**src/include/dcml_consts.svh**
```systemverilog
// constants for the data cache maintenance and lockdown block
`ifndef DCML_CONSTS_SVH
`define DCML_CONSTS_SVH
`define DCML_LOCK_LOAD_BIT 31
`define DCML_LOCK_IDX_HI 1
`define DCML_LOCK_IDX_LO 0
`define DCML_LOCK_RESET 32'h0000_0000
`define DCML_SEG_HI 31
`define DCML_SEG_LO 30
`define DCML_LINE_LO 5
`define DCML_SET_LINE_BYTES 128
`define DCML_N_OFFSET 4
`define DCML_PAGE_BIT 12
`define DCML_LINE_WORDS 8
`define DCML_MAX_LOCKED 3
`endif

```
**src/include/dcml_pkg.sv**
```systemverilog
// types shared by the data cache maintenance and lockdown block
package dcml_pkg;
  typedef enum logic [2:0] {
    DCML_IDLE = 3'b000,
    DCML_LOOK = 3'b001,
    DCML_EVICT = 3'b011,
    DCML_FILL = 3'b010,
    DCML_EXT = 3'b110,
    DCML_MAINT = 3'b111
  } dcml_state_e;
  typedef enum logic [2:0] {
    DCML_OP_NONE = 3'h0,
    DCML_OP_FLUSH_ALL = 3'h1,
    DCML_OP_FLUSH_ONE = 3'h2,
    DCML_OP_CLEAN = 3'h3,
    DCML_OP_CLEAN_FLUSH = 3'h4
  } dcml_op_e;
endpackage

```
**src/include/dcml_tag_if.sv**
```systemverilog
// tag array access bundle between the controller and the tag store
`timescale 1ns/1ps
interface dcml_tag_if #(parameter int SET_W = 5, parameter int TAG_W = 22);
  logic [SET_W-1:0] set; // set index
  logic [1:0] way; // way being written
  logic wr; // write strobe
  logic [TAG_W-1:0] wtag; // tag to write
  logic wvalid; // valid to write
  logic [1:0] wdirty; // half-line dirty bits to write
  logic clr_all; // invalidate everything
  logic [4*TAG_W-1:0] rtag; // registered tags of all ways
  logic [3:0] rvalid; // registered valids
  logic [7:0] rdirty; // registered dirty bits
  modport ctrl (output set, way, wr, wtag, wvalid, wdirty, clr_all, input rtag, rvalid, rdirty);
  modport mem (input set, way, wr, wtag, wvalid, wdirty, clr_all, output rtag, rvalid, rdirty);
endinterface

```
**src/verilog/dcml_tag_mem.sv**
```systemverilog
// tag, valid and dirty store for four ways, read data registered
`timescale 1ns/1ps
module dcml_tag_mem #(
  parameter int SET_W = 5, // set index width
  parameter int TAG_W = 22 // tag width
) (
  input wire logic ref_clk, // core clock
  input wire logic nrst, // async reset, active low
  dcml_tag_if.mem t // tag access port
);
  logic [TAG_W-1:0] tag_r [4][2**SET_W];
  logic [3:0] valid_r [2**SET_W];
  logic [7:0] dirty_r [2**SET_W];

  // valids clear on reset so no stale line can hit
  always_ff @(posedge ref_clk or negedge nrst) begin
    if (!nrst) begin
      for (int s = 0; s < 2**SET_W; s++) begin
        valid_r[s] <= 4'h0;
        dirty_r[s] <= 8'h00;
      end
    end else if (t.clr_all) begin
      for (int s = 0; s < 2**SET_W; s++) begin
        valid_r[s] <= 4'h0;
        dirty_r[s] <= 8'h00;
      end
    end else if (t.wr) begin
      valid_r[t.set][t.way] <= t.wvalid;
      dirty_r[t.set][2*t.way +: 2] <= t.wdirty;
    end
  end

  // tag storage needs no reset, valid guards it
  always_ff @(posedge ref_clk) begin
    if (t.wr) begin
      tag_r[t.way][t.set] <= t.wtag;
    end
  end

  // registered read of the addressed set
  genvar w;
  generate
    for (w = 0; w < 4; w++) begin : g_rd
      always_ff @(posedge ref_clk or negedge nrst) begin
        if (!nrst) begin
          t.rtag[w*TAG_W +: TAG_W] <= '0;
        end else begin
          t.rtag[w*TAG_W +: TAG_W] <= tag_r[w][t.set];
        end
      end
    end
  endgenerate

  always_ff @(posedge ref_clk or negedge nrst) begin
    if (!nrst) begin
      t.rvalid <= 4'h0;
      t.rdirty <= 8'h00;
    end else begin
      t.rvalid <= (t.clr_all) ? 4'h0 : valid_r[t.set];
      t.rdirty <= (t.clr_all) ? 8'h00 : dirty_r[t.set];
    end
  end
endmodule

```
**src/verilog/dcml_victim.sv**
```systemverilog
// victim way selection that skips locked segments
`timescale 1ns/1ps
module dcml_victim (
  input wire logic ref_clk, // core clock
  input wire logic nrst, // async reset, active low
  input wire logic step, // advance round robin
  input wire logic [1:0] lock_base, // first unlocked segment
  input wire logic lock_load, // lockdown load active
  input wire logic [1:0] lock_seg, // segment forced during lockdown load
  output logic [1:0] victim // chosen way
);
  logic [1:0] rr_r;

  // round robin over unlocked segments only
  always_ff @(posedge ref_clk or negedge nrst) begin
    if (!nrst) begin
      rr_r <= 2'h0;
    end else if (step) begin
      rr_r <= (rr_r == 2'h3) ? lock_base : rr_r + 2'h1;
    end
  end

  // a stale pointer below the base is lifted to it
  always_comb begin
    if (lock_load) begin
      victim = lock_seg;
    end else if (rr_r < lock_base) begin
      victim = lock_base;
    end else begin
      victim = rr_r;
    end
  end
endmodule

```
**src/verilog/dcml_top.sv**
```systemverilog
// data cache policy, maintenance and lockdown controller
// Functional notes
// - write-back region: store hit updates cache only, marks half dirty
// - write-through region: store hit updates cache and external memory
// - enabled cache looks up all accesses; load hit data only if cachable
// - cachable load miss with protection on does eight-word linefill
// - noncachable load miss goes external, cache untouched
// - store hit updates the line only when cachable
// - store miss never allocates; buffering from attributes
// - multi-word transfers split at each 4KB boundary
// - flush all invalidates every line, no write-back
// - single flush invalidates addressed line, no write-back
// - clean writes dirty line out, line stays valid
// - clean and flush writes back dirty then invalidates
// - index operand: segment bits 31:30, index bits N:5, rest zero
// - N is 9 for 4KB up to 17 for 1MB
// - N equals log2(size/128) plus 4
// - lockdown per segment from zero, at most three locked
// - lockdown control: load bit 31, segment index 1:0
// - instruction lockdown has own load bit, only held and read back
// - evicting linefill writes back valid dirty halves first
// - disabled cache: lookup still runs but hits ignored, all noncachable, buffering still decoded
`timescale 1ns/1ps
`include "dcml_consts.svh"
module dcml_top #(
  parameter int CACHE_KB = 4 // cache size in KB, 4 to 1024
) (
  input wire logic ref_clk, // core clock 200 MHz
  input wire logic nrst, // async reset, active low
  input wire logic dc_enable, // data cache enable
  input wire logic prot_enable, // protection unit enable
  input wire logic req_valid, // core access request
  input wire logic req_write, // 1 store, 0 load
  input wire logic [31:0] req_addr, // access address
  input wire logic [3:0] req_words, // words in transfer, 1..8
  input wire logic cachable_data_attr, // region cachable
  input wire logic bufferable_data_attr, // region bufferable
  input wire logic op_valid, // maintenance op strobe
  input wire dcml_pkg::dcml_op_e op_kind, // maintenance op kind
  input wire logic op_by_index, // operand is index form
  input wire logic [31:0] op_operand, // maintenance operand
  input wire logic lock_wr, // write data lockdown control
  input wire logic [31:0] lock_wdata, // lockdown control data
  input wire logic ilock_wr, // write instruction lockdown control
  input wire logic [31:0] ilock_wdata, // instruction lockdown data
  input wire logic ext_done, // external transfer completed
  output logic busy, // controller busy
  output logic resp_valid, // access finished
  output logic resp_from_cache, // data came from cache
  output logic ext_req, // external request
  output logic ext_write, // external request is a write
  output logic ext_buffered, // write goes via write buffer
  output logic ext_linefill, // external request is a linefill
  output logic [31:0] ext_addr, // external address
  output logic [3:0] ext_words, // words in external request
  output logic [31:0] lock_rdata, // data lockdown control readback
  output logic [31:0] ilock_rdata, // instruction lockdown readback
  output logic [1:0] fill_way // way of the last linefill
);
  import dcml_pkg::*;

  // index top bit from cache size
  localparam int N_TOP = $clog2(CACHE_KB * 1024 / `DCML_SET_LINE_BYTES) + `DCML_N_OFFSET;
  localparam int SET_W = N_TOP - `DCML_LINE_LO + 1;
  localparam int TAG_W = 32 - `DCML_LINE_LO - SET_W;

  dcml_tag_if #(.SET_W(SET_W), .TAG_W(TAG_W)) tif ();

  dcml_state_e state_r, state_nxt;
  logic [31:0] lock_r, ilock_r;
  logic [31:0] addr_r;
  logic [3:0] left_r;
  logic wr_r, cach_r, buf_r;
  dcml_op_e op_r;
  logic idx_r;
  logic hit, vic_dirty, first_half_r, issue;
  logic [1:0] hway, victim, mway;
  logic [TAG_W-1:0] cur_tag;
  logic [3:0] chunk;

  // tag field of an address
  function automatic logic [TAG_W-1:0] tag_of(input logic [31:0] a);
    return a[31 -: TAG_W];
  endfunction

  // set index of an address
  function automatic logic [SET_W-1:0] set_of(input logic [31:0] a);
    return a[`DCML_LINE_LO +: SET_W];
  endfunction

  // locked segments are those below the data index, capped at three
  logic [1:0] lock_base;
  assign lock_base = lock_r[`DCML_LOCK_IDX_HI:`DCML_LOCK_IDX_LO];

  dcml_victim u_victim (
    .ref_clk(ref_clk),
    .nrst(nrst),
    .step(state_r == DCML_FILL && ext_done),
    .lock_base(lock_base),
    .lock_load(lock_r[`DCML_LOCK_LOAD_BIT]),
    .lock_seg(lock_base),
    .victim(victim)
  );

  dcml_tag_mem #(.SET_W(SET_W), .TAG_W(TAG_W)) u_tags (
    .ref_clk(ref_clk),
    .nrst(nrst),
    .t(tif.mem)
  );

  // hit detection on the registered tag read
  assign cur_tag = tag_of(addr_r);
  always_comb begin
    hit = 1'b0;
    hway = 2'h0;
    for (int w = 0; w < 4; w++) begin
      if (tif.rvalid[w] && tif.rtag[w*TAG_W +: TAG_W] == cur_tag) begin
        hit = 1'b1;
        hway = 2'(w);
      end
    end
  end

  // maintenance picks its way from the operand segment or an address match
  assign mway = idx_r ? addr_r[`DCML_SEG_HI:`DCML_SEG_LO] : hway;
  assign vic_dirty = |tif.rdirty[2*victim +: 2];
  // a new external request only on leaving lookup or after a completion
  assign issue = state_r == DCML_LOOK || ext_done;

  // words left before the next 4KB boundary
  always_comb begin
    logic [12:0] room;
    room = 13'h1000 - {1'b0, addr_r[11:0]};
    chunk = left_r;
    if ({9'h000, left_r, 2'b00} > room) begin
      chunk = 4'(room >> 2);
    end
  end

  // lockdown control registers
  always_ff @(posedge ref_clk or negedge nrst) begin
    if (!nrst) begin
      lock_r <= `DCML_LOCK_RESET;
      ilock_r <= `DCML_LOCK_RESET;
    end else begin
      if (lock_wr) begin
        lock_r <= lock_wdata & 32'h8000_0003;
        if (lock_wdata[1:0] > 2'(`DCML_MAX_LOCKED) && !lock_wdata[31]) begin
          lock_r[1:0] <= 2'(`DCML_MAX_LOCKED);
        end
      end
      if (ilock_wr) begin
        ilock_r <= ilock_wdata & 32'h8000_0003;
      end
    end
  end

  // next state
  always_comb begin
    state_nxt = state_r;
    case (state_r)
      DCML_IDLE: begin
        if (op_valid && op_kind == DCML_OP_FLUSH_ALL) begin
          state_nxt = DCML_IDLE;
        end else if (op_valid && op_kind != DCML_OP_NONE) begin
          state_nxt = DCML_LOOK;
        end else if (req_valid) begin
          state_nxt = DCML_LOOK;
        end
      end
      DCML_LOOK: begin
        if (op_r != DCML_OP_NONE) begin
          state_nxt = DCML_MAINT;
        end else if (!wr_r && !hit && cach_r) begin
          state_nxt = (tif.rvalid[victim] && vic_dirty) ? DCML_EVICT : DCML_FILL;
        end else if (!wr_r && hit && cach_r) begin
          state_nxt = DCML_IDLE;
        end else if (wr_r && hit && cach_r && buf_r) begin
          state_nxt = DCML_IDLE;
        end else begin
          state_nxt = DCML_EXT;
        end
      end
      DCML_EVICT: if (ext_done && !(tif.rdirty[2*victim] && tif.rdirty[2*victim+1]
                                      && first_half_r)) state_nxt = DCML_FILL;
      DCML_FILL: if (ext_done) state_nxt = DCML_IDLE;
      DCML_EXT: if (ext_done && left_r == chunk) state_nxt = DCML_IDLE;
      DCML_MAINT: begin
        if (!(hit || idx_r) || !(op_r == DCML_OP_CLEAN || op_r == DCML_OP_CLEAN_FLUSH)
            || !(|tif.rdirty[2*mway +: 2]) || (ext_done && !(first_half_r
            && tif.rdirty[2*mway] && tif.rdirty[2*mway+1]))) begin
          state_nxt = DCML_IDLE;
        end
      end
      default: state_nxt = DCML_IDLE;
    endcase
  end

  always_ff @(posedge ref_clk or negedge nrst) begin
    if (!nrst) state_r <= DCML_IDLE;
    else state_r <= state_nxt;
  end

  // capture the request; a disabled cache forces noncachable
  always_ff @(posedge ref_clk or negedge nrst) begin
    if (!nrst) begin
      addr_r <= 32'h0000_0000;
      left_r <= 4'h0;
      wr_r <= 1'b0;
      cach_r <= 1'b0;
      buf_r <= 1'b0;
      op_r <= DCML_OP_NONE;
      idx_r <= 1'b0;
      first_half_r <= 1'b1;
    end else begin
      if (state_r == DCML_IDLE && op_valid && op_kind != DCML_OP_FLUSH_ALL) begin
        op_r <= op_kind;
        idx_r <= op_by_index;
        // only segment and index bits matter in index form
        addr_r <= op_by_index ? (op_operand & {2'b11, 30'(((1 << (N_TOP + 1)) - 1)
                  & ~31)}) : op_operand;
        first_half_r <= 1'b1;
      end else if (state_r == DCML_IDLE && req_valid) begin
        op_r <= DCML_OP_NONE;
        addr_r <= req_addr;
        left_r <= req_words;
        wr_r <= req_write;
        cach_r <= cachable_data_attr & dc_enable;
        buf_r <= bufferable_data_attr;
        first_half_r <= 1'b1;
      end else if (state_r == DCML_EXT && ext_done) begin
        left_r <= left_r - chunk;
        addr_r <= addr_r + {26'h0, chunk, 2'b00};
      end else if ((state_r == DCML_EVICT || state_r == DCML_MAINT) && ext_done) begin
        first_half_r <= 1'b0;
      end else if (state_r == DCML_LOOK) begin
        // skip a clean first half so only dirty halves go out
        first_half_r <= op_r != DCML_OP_NONE ? !tif.rdirty[2*mway] == 1'b0
                        : !tif.rdirty[2*victim] == 1'b0;
      end
    end
  end

  // tag writes: fill, store hit dirty mark and maintenance
  always_comb begin
    tif.set = (state_r == DCML_IDLE) ? (op_valid ? set_of(op_operand) : set_of(req_addr))
              : set_of(addr_r);
    tif.way = mway;
    tif.wr = 1'b0;
    tif.wtag = cur_tag;
    tif.wvalid = 1'b1;
    tif.wdirty = tif.rdirty[2*mway +: 2];
    tif.clr_all = state_r == DCML_IDLE && op_valid && op_kind == DCML_OP_FLUSH_ALL;
    if (state_r == DCML_FILL && ext_done && prot_enable) begin
      tif.way = victim;
      tif.wr = 1'b1;
      tif.wdirty = 2'b00;
    end else if (state_r == DCML_LOOK && wr_r && hit && cach_r) begin
      tif.way = hway;
      tif.wr = 1'b1;
      tif.wdirty = tif.rdirty[2*hway +: 2];
      if (buf_r) tif.wdirty[addr_r[4]] = 1'b1;
    end else if (state_r == DCML_MAINT && (hit || idx_r) && state_nxt == DCML_IDLE) begin
      tif.wr = 1'b1;
      tif.wtag = tif.rtag[mway*TAG_W +: TAG_W];
      tif.wdirty = 2'b00;
      tif.wvalid = !(op_r == DCML_OP_FLUSH_ONE || op_r == DCML_OP_CLEAN_FLUSH);
      if (op_r == DCML_OP_CLEAN) tif.wvalid = tif.rvalid[mway];
    end
  end

  // external request, response and readback outputs
  always_ff @(posedge ref_clk or negedge nrst) begin
    if (!nrst) begin
      busy <= 1'b0;
      resp_valid <= 1'b0;
      resp_from_cache <= 1'b0;
      ext_req <= 1'b0;
      ext_write <= 1'b0;
      ext_buffered <= 1'b0;
      ext_linefill <= 1'b0;
      ext_addr <= 32'h0000_0000;
      ext_words <= 4'h0;
      lock_rdata <= `DCML_LOCK_RESET;
      ilock_rdata <= `DCML_LOCK_RESET;
      fill_way <= 2'h0;
    end else begin
      busy <= state_nxt != DCML_IDLE;
      lock_rdata <= lock_r;
      ilock_rdata <= ilock_r;
      resp_valid <= state_r != DCML_IDLE && state_nxt == DCML_IDLE && op_r == DCML_OP_NONE;
      resp_from_cache <= state_r == DCML_LOOK && !wr_r && hit && cach_r;
      ext_req <= 1'b0;
      ext_linefill <= 1'b0;
      if (issue && (state_nxt == DCML_EVICT || (state_nxt == DCML_MAINT && (hit || idx_r)
          && |tif.rdirty[2*mway +: 2]
          && (op_r == DCML_OP_CLEAN || op_r == DCML_OP_CLEAN_FLUSH)))) begin
        ext_req <= 1'b1;
        ext_write <= 1'b1;
        ext_buffered <= 1'b1;
        ext_words <= 4'h4;
        ext_addr <= {(state_nxt == DCML_EVICT ? tif.rtag[victim*TAG_W +: TAG_W]
                     : tif.rtag[mway*TAG_W +: TAG_W]), set_of(addr_r),
                     (state_r != DCML_LOOK // high half after a completion
                      || !tif.rdirty[2*(op_r == DCML_OP_NONE ? victim : mway)]), 4'h0};
      end else if (issue && state_nxt == DCML_FILL) begin
        ext_req <= 1'b1;
        ext_write <= 1'b0;
        ext_buffered <= 1'b0;
        ext_linefill <= 1'b1;
        ext_words <= 4'(`DCML_LINE_WORDS);
        ext_addr <= {addr_r[31:5], 5'h00};
        fill_way <= victim;
      end else if (issue && state_nxt == DCML_EXT) begin
        ext_req <= 1'b1;
        ext_write <= wr_r;
        ext_buffered <= wr_r && buf_r;
        // after a completion the remainder starts past the boundary and fits
        ext_addr <= (state_r == DCML_EXT) ? addr_r + {26'h0, chunk, 2'b00} : addr_r;
        ext_words <= (state_r == DCML_EXT) ? left_r - chunk : chunk;
      end
    end
  end
endmodule

```
**config.mk**
```make
export PLATFORM = sky130hd
export DESIGN_NAME = dcml_top
export DESIGN_NICKNAME = d
export VERILOG_FILES = /design/src/include/dcml_pkg.sv /design/src/include/dcml_tag_if.sv /design/src/verilog/dcml_tag_mem.sv /design/src/verilog/dcml_victim.sv /design/src/verilog/dcml_top.sv
export VERILOG_INCLUDE_DIRS = /design/src /design/src/include
export SDC_FILE = /design/constraint.sdc
export NUM_CORES = 2
export LEC_CHECK = 0
export BUFFER_PORTS_ARGS = -buffer_cell sky130_fd_sc_hd__clkbuf_2
export CAP_MARGIN = 20
export CORE_AREA = 4 4 532 534
export CTS_CLUSTER_SIZE = 24
export DETAILED_ROUTE_END_ITERATION = 16
export DIE_AREA = 0 0 536 538
export GPL_ROUTABILITY_DRIVEN = 0
export PLACE_DENSITY_LB_ADDON = 0.25
export SYNTH_ARGS = -nofsm -noshare
export SYNTH_HDL_FRONTEND = slang
export SYNTH_SLANG_ARGS = --single-unit
```
**constraint.sdc**
```tcl
create_clock -name ref_clk -period 13.4 [get_ports ref_clk]
set_input_delay 0.67 -clock ref_clk [delete_from_list [all_inputs] [get_ports ref_clk]]
set_output_delay 0.67 -clock ref_clk [all_outputs]
set_load 0.01 [all_outputs]
```
==> impl_metrics.py <==
metrics = {
    "flow_run": {
        "cap_violations": 0,
    },
    "floorplan": {
        "coreArea_um2": 278000,
        "die_area_um2": 288000,
        "die_h_um": 538,
        "rows": 194,
        "start_util_pct": 49.7,
        "die_x_um": 536,
        "io_pins": 257,
    },
    "sta": {
        "finalSetupTns_ns": 0,
        "fin_crit_ns": 6.69,
        "finalSetupViolCount": 0,
        "worst_slew_pin_slew_ns": 1.27,
        "rsz0062_at_grt": "no",
        "fmax_mhz": 150,
        "finClkSkew_ns": 0.0692,
        "max_slew_margin_pct": 14.9,
        "hold_viol_final": 0,
        "period_share_pct": 49.9,
        "drv_slew": 0,
    },
    "cts": {
        "cts_hold_buf": 8,
        "cts.sink_count": 3406,
        "path_clk_slew_ns": 0.06,
        "clkLatencyLatePin_ns": 0.92,
        "cts_setup_buffers": 0,
        "cts_buffer_depth": 4,
        "cts.repair.resized": 0,
        "root_buffer": "clkbuf_16",
        "numCtsBuffers": 352,
        "cts_tree": "built",
        "htreeDepth": 5,
    },
    "critical_path": {
        "startpoint": "addr_r[11]$_DFFE_PN0P_",
        "cp_slowest_cell": "buf_4",
        "worstPathMaxFanout": 101,
        "crit_path_end_kind": "register",
        "cp.depth": 14,
        "max_stage_delay_ns": 0.93,
        "crit_end": "u_tags.dirty_r[241]$_DFFE_PN0P_",
        "timing.rr.start": "addr_r[11]$_DFFE_PN0P_",
        "critPathKind": "register to register",
        "cp-start-kind": "register",
        "reg2regPathDepth": 14,
        "crit_top_cell": "buf_4",
        "arrival_ns": 7.46,
        "critPathBufInv": 3,
        "r2r_end": "u_tags.dirty_r[241]$_DFFE_PN0P_",
        "worstPathRequired_ns": 14.17,
        "reg2reg_slack_ns": 6.71,
        "crit_chain": "xnor2_1 -> nand4_1 -> nor4_1 -> nand2_1 -> a31o_2 -> buf_4 -> a2111oi_2 -> a31o_2 -> o21a_1 -> o21a_4 -> buf_4 -> buf_4 -> o211ai_1 -> o21ai_0",
        "crit_family": "compound AO/OA/AOI/OAI gates",
    },
    "global_routing": {
        "grt_pass1_vias": 79700,
        "antenna_found_initial": 30,
        "track_usage_pct": 27.5,
        "grt_max_degree": 224,
        "grt_overflow_total": 0,
        "grt_pass1_wl_um": 574000,
    },
    "final_layout": {
        "regArea_um2": 99300,
        "fillerInstances": 21200,
        "area_delta_synth_final_pct": 12.3,
        "nets": 8515,
        "multiInputGateArea_um2": 36200,
        "drive_gt1_share_pct": 20.4,
    },
    "logic_synthesis": {
        "synth_edf_count": 2816,
        "synth-async-reset-ratio_pct": 17.3,
        "netlist_instances": 8121,
        "yosys_warnings": 0,
        "synth_flop_cell": "edfxtp_1",
        "ys_ff_latch": 3406,
        "ys_types": 77,
        "postSynthAreaPerCell_um2": 17.0,
        "synth_seq_area_share_pct": 71.8,
        "syn_area_um2": 138000,
    },
    "power_and_ir_drop": {
        "vdd_drop_max_mv": 0.227,
        "switchingPower_mw": 14.1,
        "power.share.sequential_pct": 36.9,
        "switching_share_pct": 37.8,
        "pwr_density_cell_nw_per_um2": 240,
        "p_int_mw": 23.2,
        "power_frac_comb_pct": 37.6,
        "p_clk_share_pct": 25.5,
        "finalPower_mw": 37.3,
        "p_leak_nw": 53.4,
    },
    "routing": {
        "dr.pass1.iters": 8,
        "wire_per_inst_um": 32.5,
        "vias": 81100,
        "drt_iter0_markers": 11900,
        "viasPerCell": 6.56,
        "ant_nets": 0,
        "drc": 0,
        "wl_um": 402000,
    },
    "placement": {
        "dp_hpwl_um": 236000,
        "port-buffer-count": 140,
    },
    "outcome": {
        "status": "complete, no violations",
    },
    "hold_path": {
        "hold_path.class": "input port to register",
    },
}
cells by family after synthesis:
| kind of cell | Yosys count | synth area share, % |
|---|---|---|
| other | 1 | 0.00271 |
| XOR/XNOR | 124 | 0.796 |
| flip-flops | 3406 | 71.8 |
| adder cells (fa/ha/maj) | 26 | 0.246 |
| buffers and inverters | 787 | 2.39 |
| AND/OR/NAND/NOR | 1504 | 4.87 |
| AO/OA/AOI/OAI | 1297 | 6.20 |
| multiplexers | 976 | 13.7 |
Yosys cell counts (26+ instances only):
| master | number | area, um2 |
|---|---|---|
| a21oi_1 | 151 | 756 |
| a22oi_1 | 352 | 2640 |
| a31oi_1 | 45 | 282 |
| and3_1 | 67 | 419 |
| buf_1 | 112 | 420 |
| buf_2 | 63 | 315 |
| buf_4 | 69 | 518 |
| clkbuf_1 | 370 | 1390 |
| dfrtp_1 | 589 | 14700 |
| edfxtp_1 | 2816 | 84600 |
| inv_1 | 170 | 638 |
| mux2_2 | 56 | 631 |
| mux2i_1 | 189 | 1890 |
| mux4_2 | 729 | 16400 |
| nand2_1 | 807 | 3030 |
| nand3_1 | 283 | 1420 |
| nand4_1 | 113 | 707 |
| nor2_1 | 125 | 469 |
| nor4_1 | 26 | 163 |
| o211ai_1 | 255 | 1910 |
| o21ai_0 | 340 | 1700 |
| xnor2_1 | 74 | 648 |
| xor2_1 | 48 | 420 |
layout make-up:
type,count,share of cell area [%]
Sequential cell,3406,64.0
Antenna cell,23,0.0371
Multi-Input combinational cell,3985,23.3
Clock inverter,176,1.10
Timing Repair Buffer,425,2.10
Inverter,171,0.413
Clock buffer,450,6.07
Tap cell,3724,3.00
flip-flops by register name, summed over array words and instances (netlist names), 8 cells and up:
signal and cells:
addr_r 32, u_tags.t.rtag 88, u_tags.tag_r 2816, u_tags.valid_r 128, u_tags.t.rdirty 8, ext_addr 32, u_tags.dirty_r 256
power by group through the flow:
stage          Sequential [mW]  Clock, mW  Combinational [mW]
4_1_cts                   13.7       9.65                13.9
2_1_floorplan             13.5          0                8.49
3_5_place_dp              13.9          0                13.8
5_1_grt                   13.8       10.1                14.7
6_report                  13.8       9.53                14.0
3_3_place_gp              13.9          0                13.6
metrics by stage:
step           utilization [%]  cells  cell area [um2]  setup WS, ns  hold slack [ns]
3_5_place_dp              51.6  11700           144000          6.98            0.363
4_1_cts                   55.7  12300           155000          6.97           0.0108
3_3_place_gp              51.6  11700           144000          7.12            0.359
5_1_grt                   55.8  12400           155000          6.45           0.0262
2_1_floorplan                -   8178           139000          8.65            0.350
6_report                  55.8  12400           155000          6.71           0.0384
how the worst min path moves through the flow:
stage | slack, ns | cells after the start | endpoint | from
after CTS | 0.01 | 2 | lock_r[1]$_DFFE_PN0P_ | lock_wr
after global placement | 0.36 | 0 | ilock_rdata[1]$_DFF_PN0_ | ilock_r[1]$_DFFE_PN0P_
after detailed placement | 0.36 | 0 | lock_rdata[31]$_DFF_PN0_ | lock_r[31]$_DFFE_PN0P_
after floorplan | 0.35 | 0 | ilock_rdata[0]$_DFF_PN0_ | ilock_r[0]$_DFFE_PN0P_
after global routing | 0.03 | 2 | lock_r[1]$_DFFE_PN0P_ | lock_wr
final | 0.04 | 2 | lock_r[1]$_DFFE_PN0P_ | lock_wr
layer usage:
layer  up-vias  share of wire, %  GRT usage, %
met5         -             0.018             0
met4        12               4.8          12.1
met3       904                12          6.54
met2      5169                45          40.5
met1     42400                39          39.5
li1      32600                 -             -
worst register-to-register path, stage by stage (launching register included):
cell and delay [ns]:
dfrtp_1 0.86, xnor2_1 0.21, nand4_1 0.10, nor4_1 0.53
nand2_1 0.34, a31o_2 0.36, buf_4 0.35, a2111oi_2 0.38
a31o_2 0.20, o21a_1 0.28, o21a_4 0.60, buf_4 0.92
buf_4 1.03, o211ai_1 0.26, o21ai_0 0.18
layout by cell type, fill, tap and decap left out, types with 107 or more instances in the layout:
master	instances
mux4_2	729
dfrtp_1	589
nand4_1	113
inv_1	153
mux2i_1	189
nand2_1	807
a21oi_1	148
nor2_1	107
a22oi_1	352
o211ai_1	255
buf_4	253
o21ai_0	339
nand3_1	283
clkbuf_16	355
edfxtp_1	2816
clkbuf_2	139
Note: power is estimated with default switching activity, not from simulation.
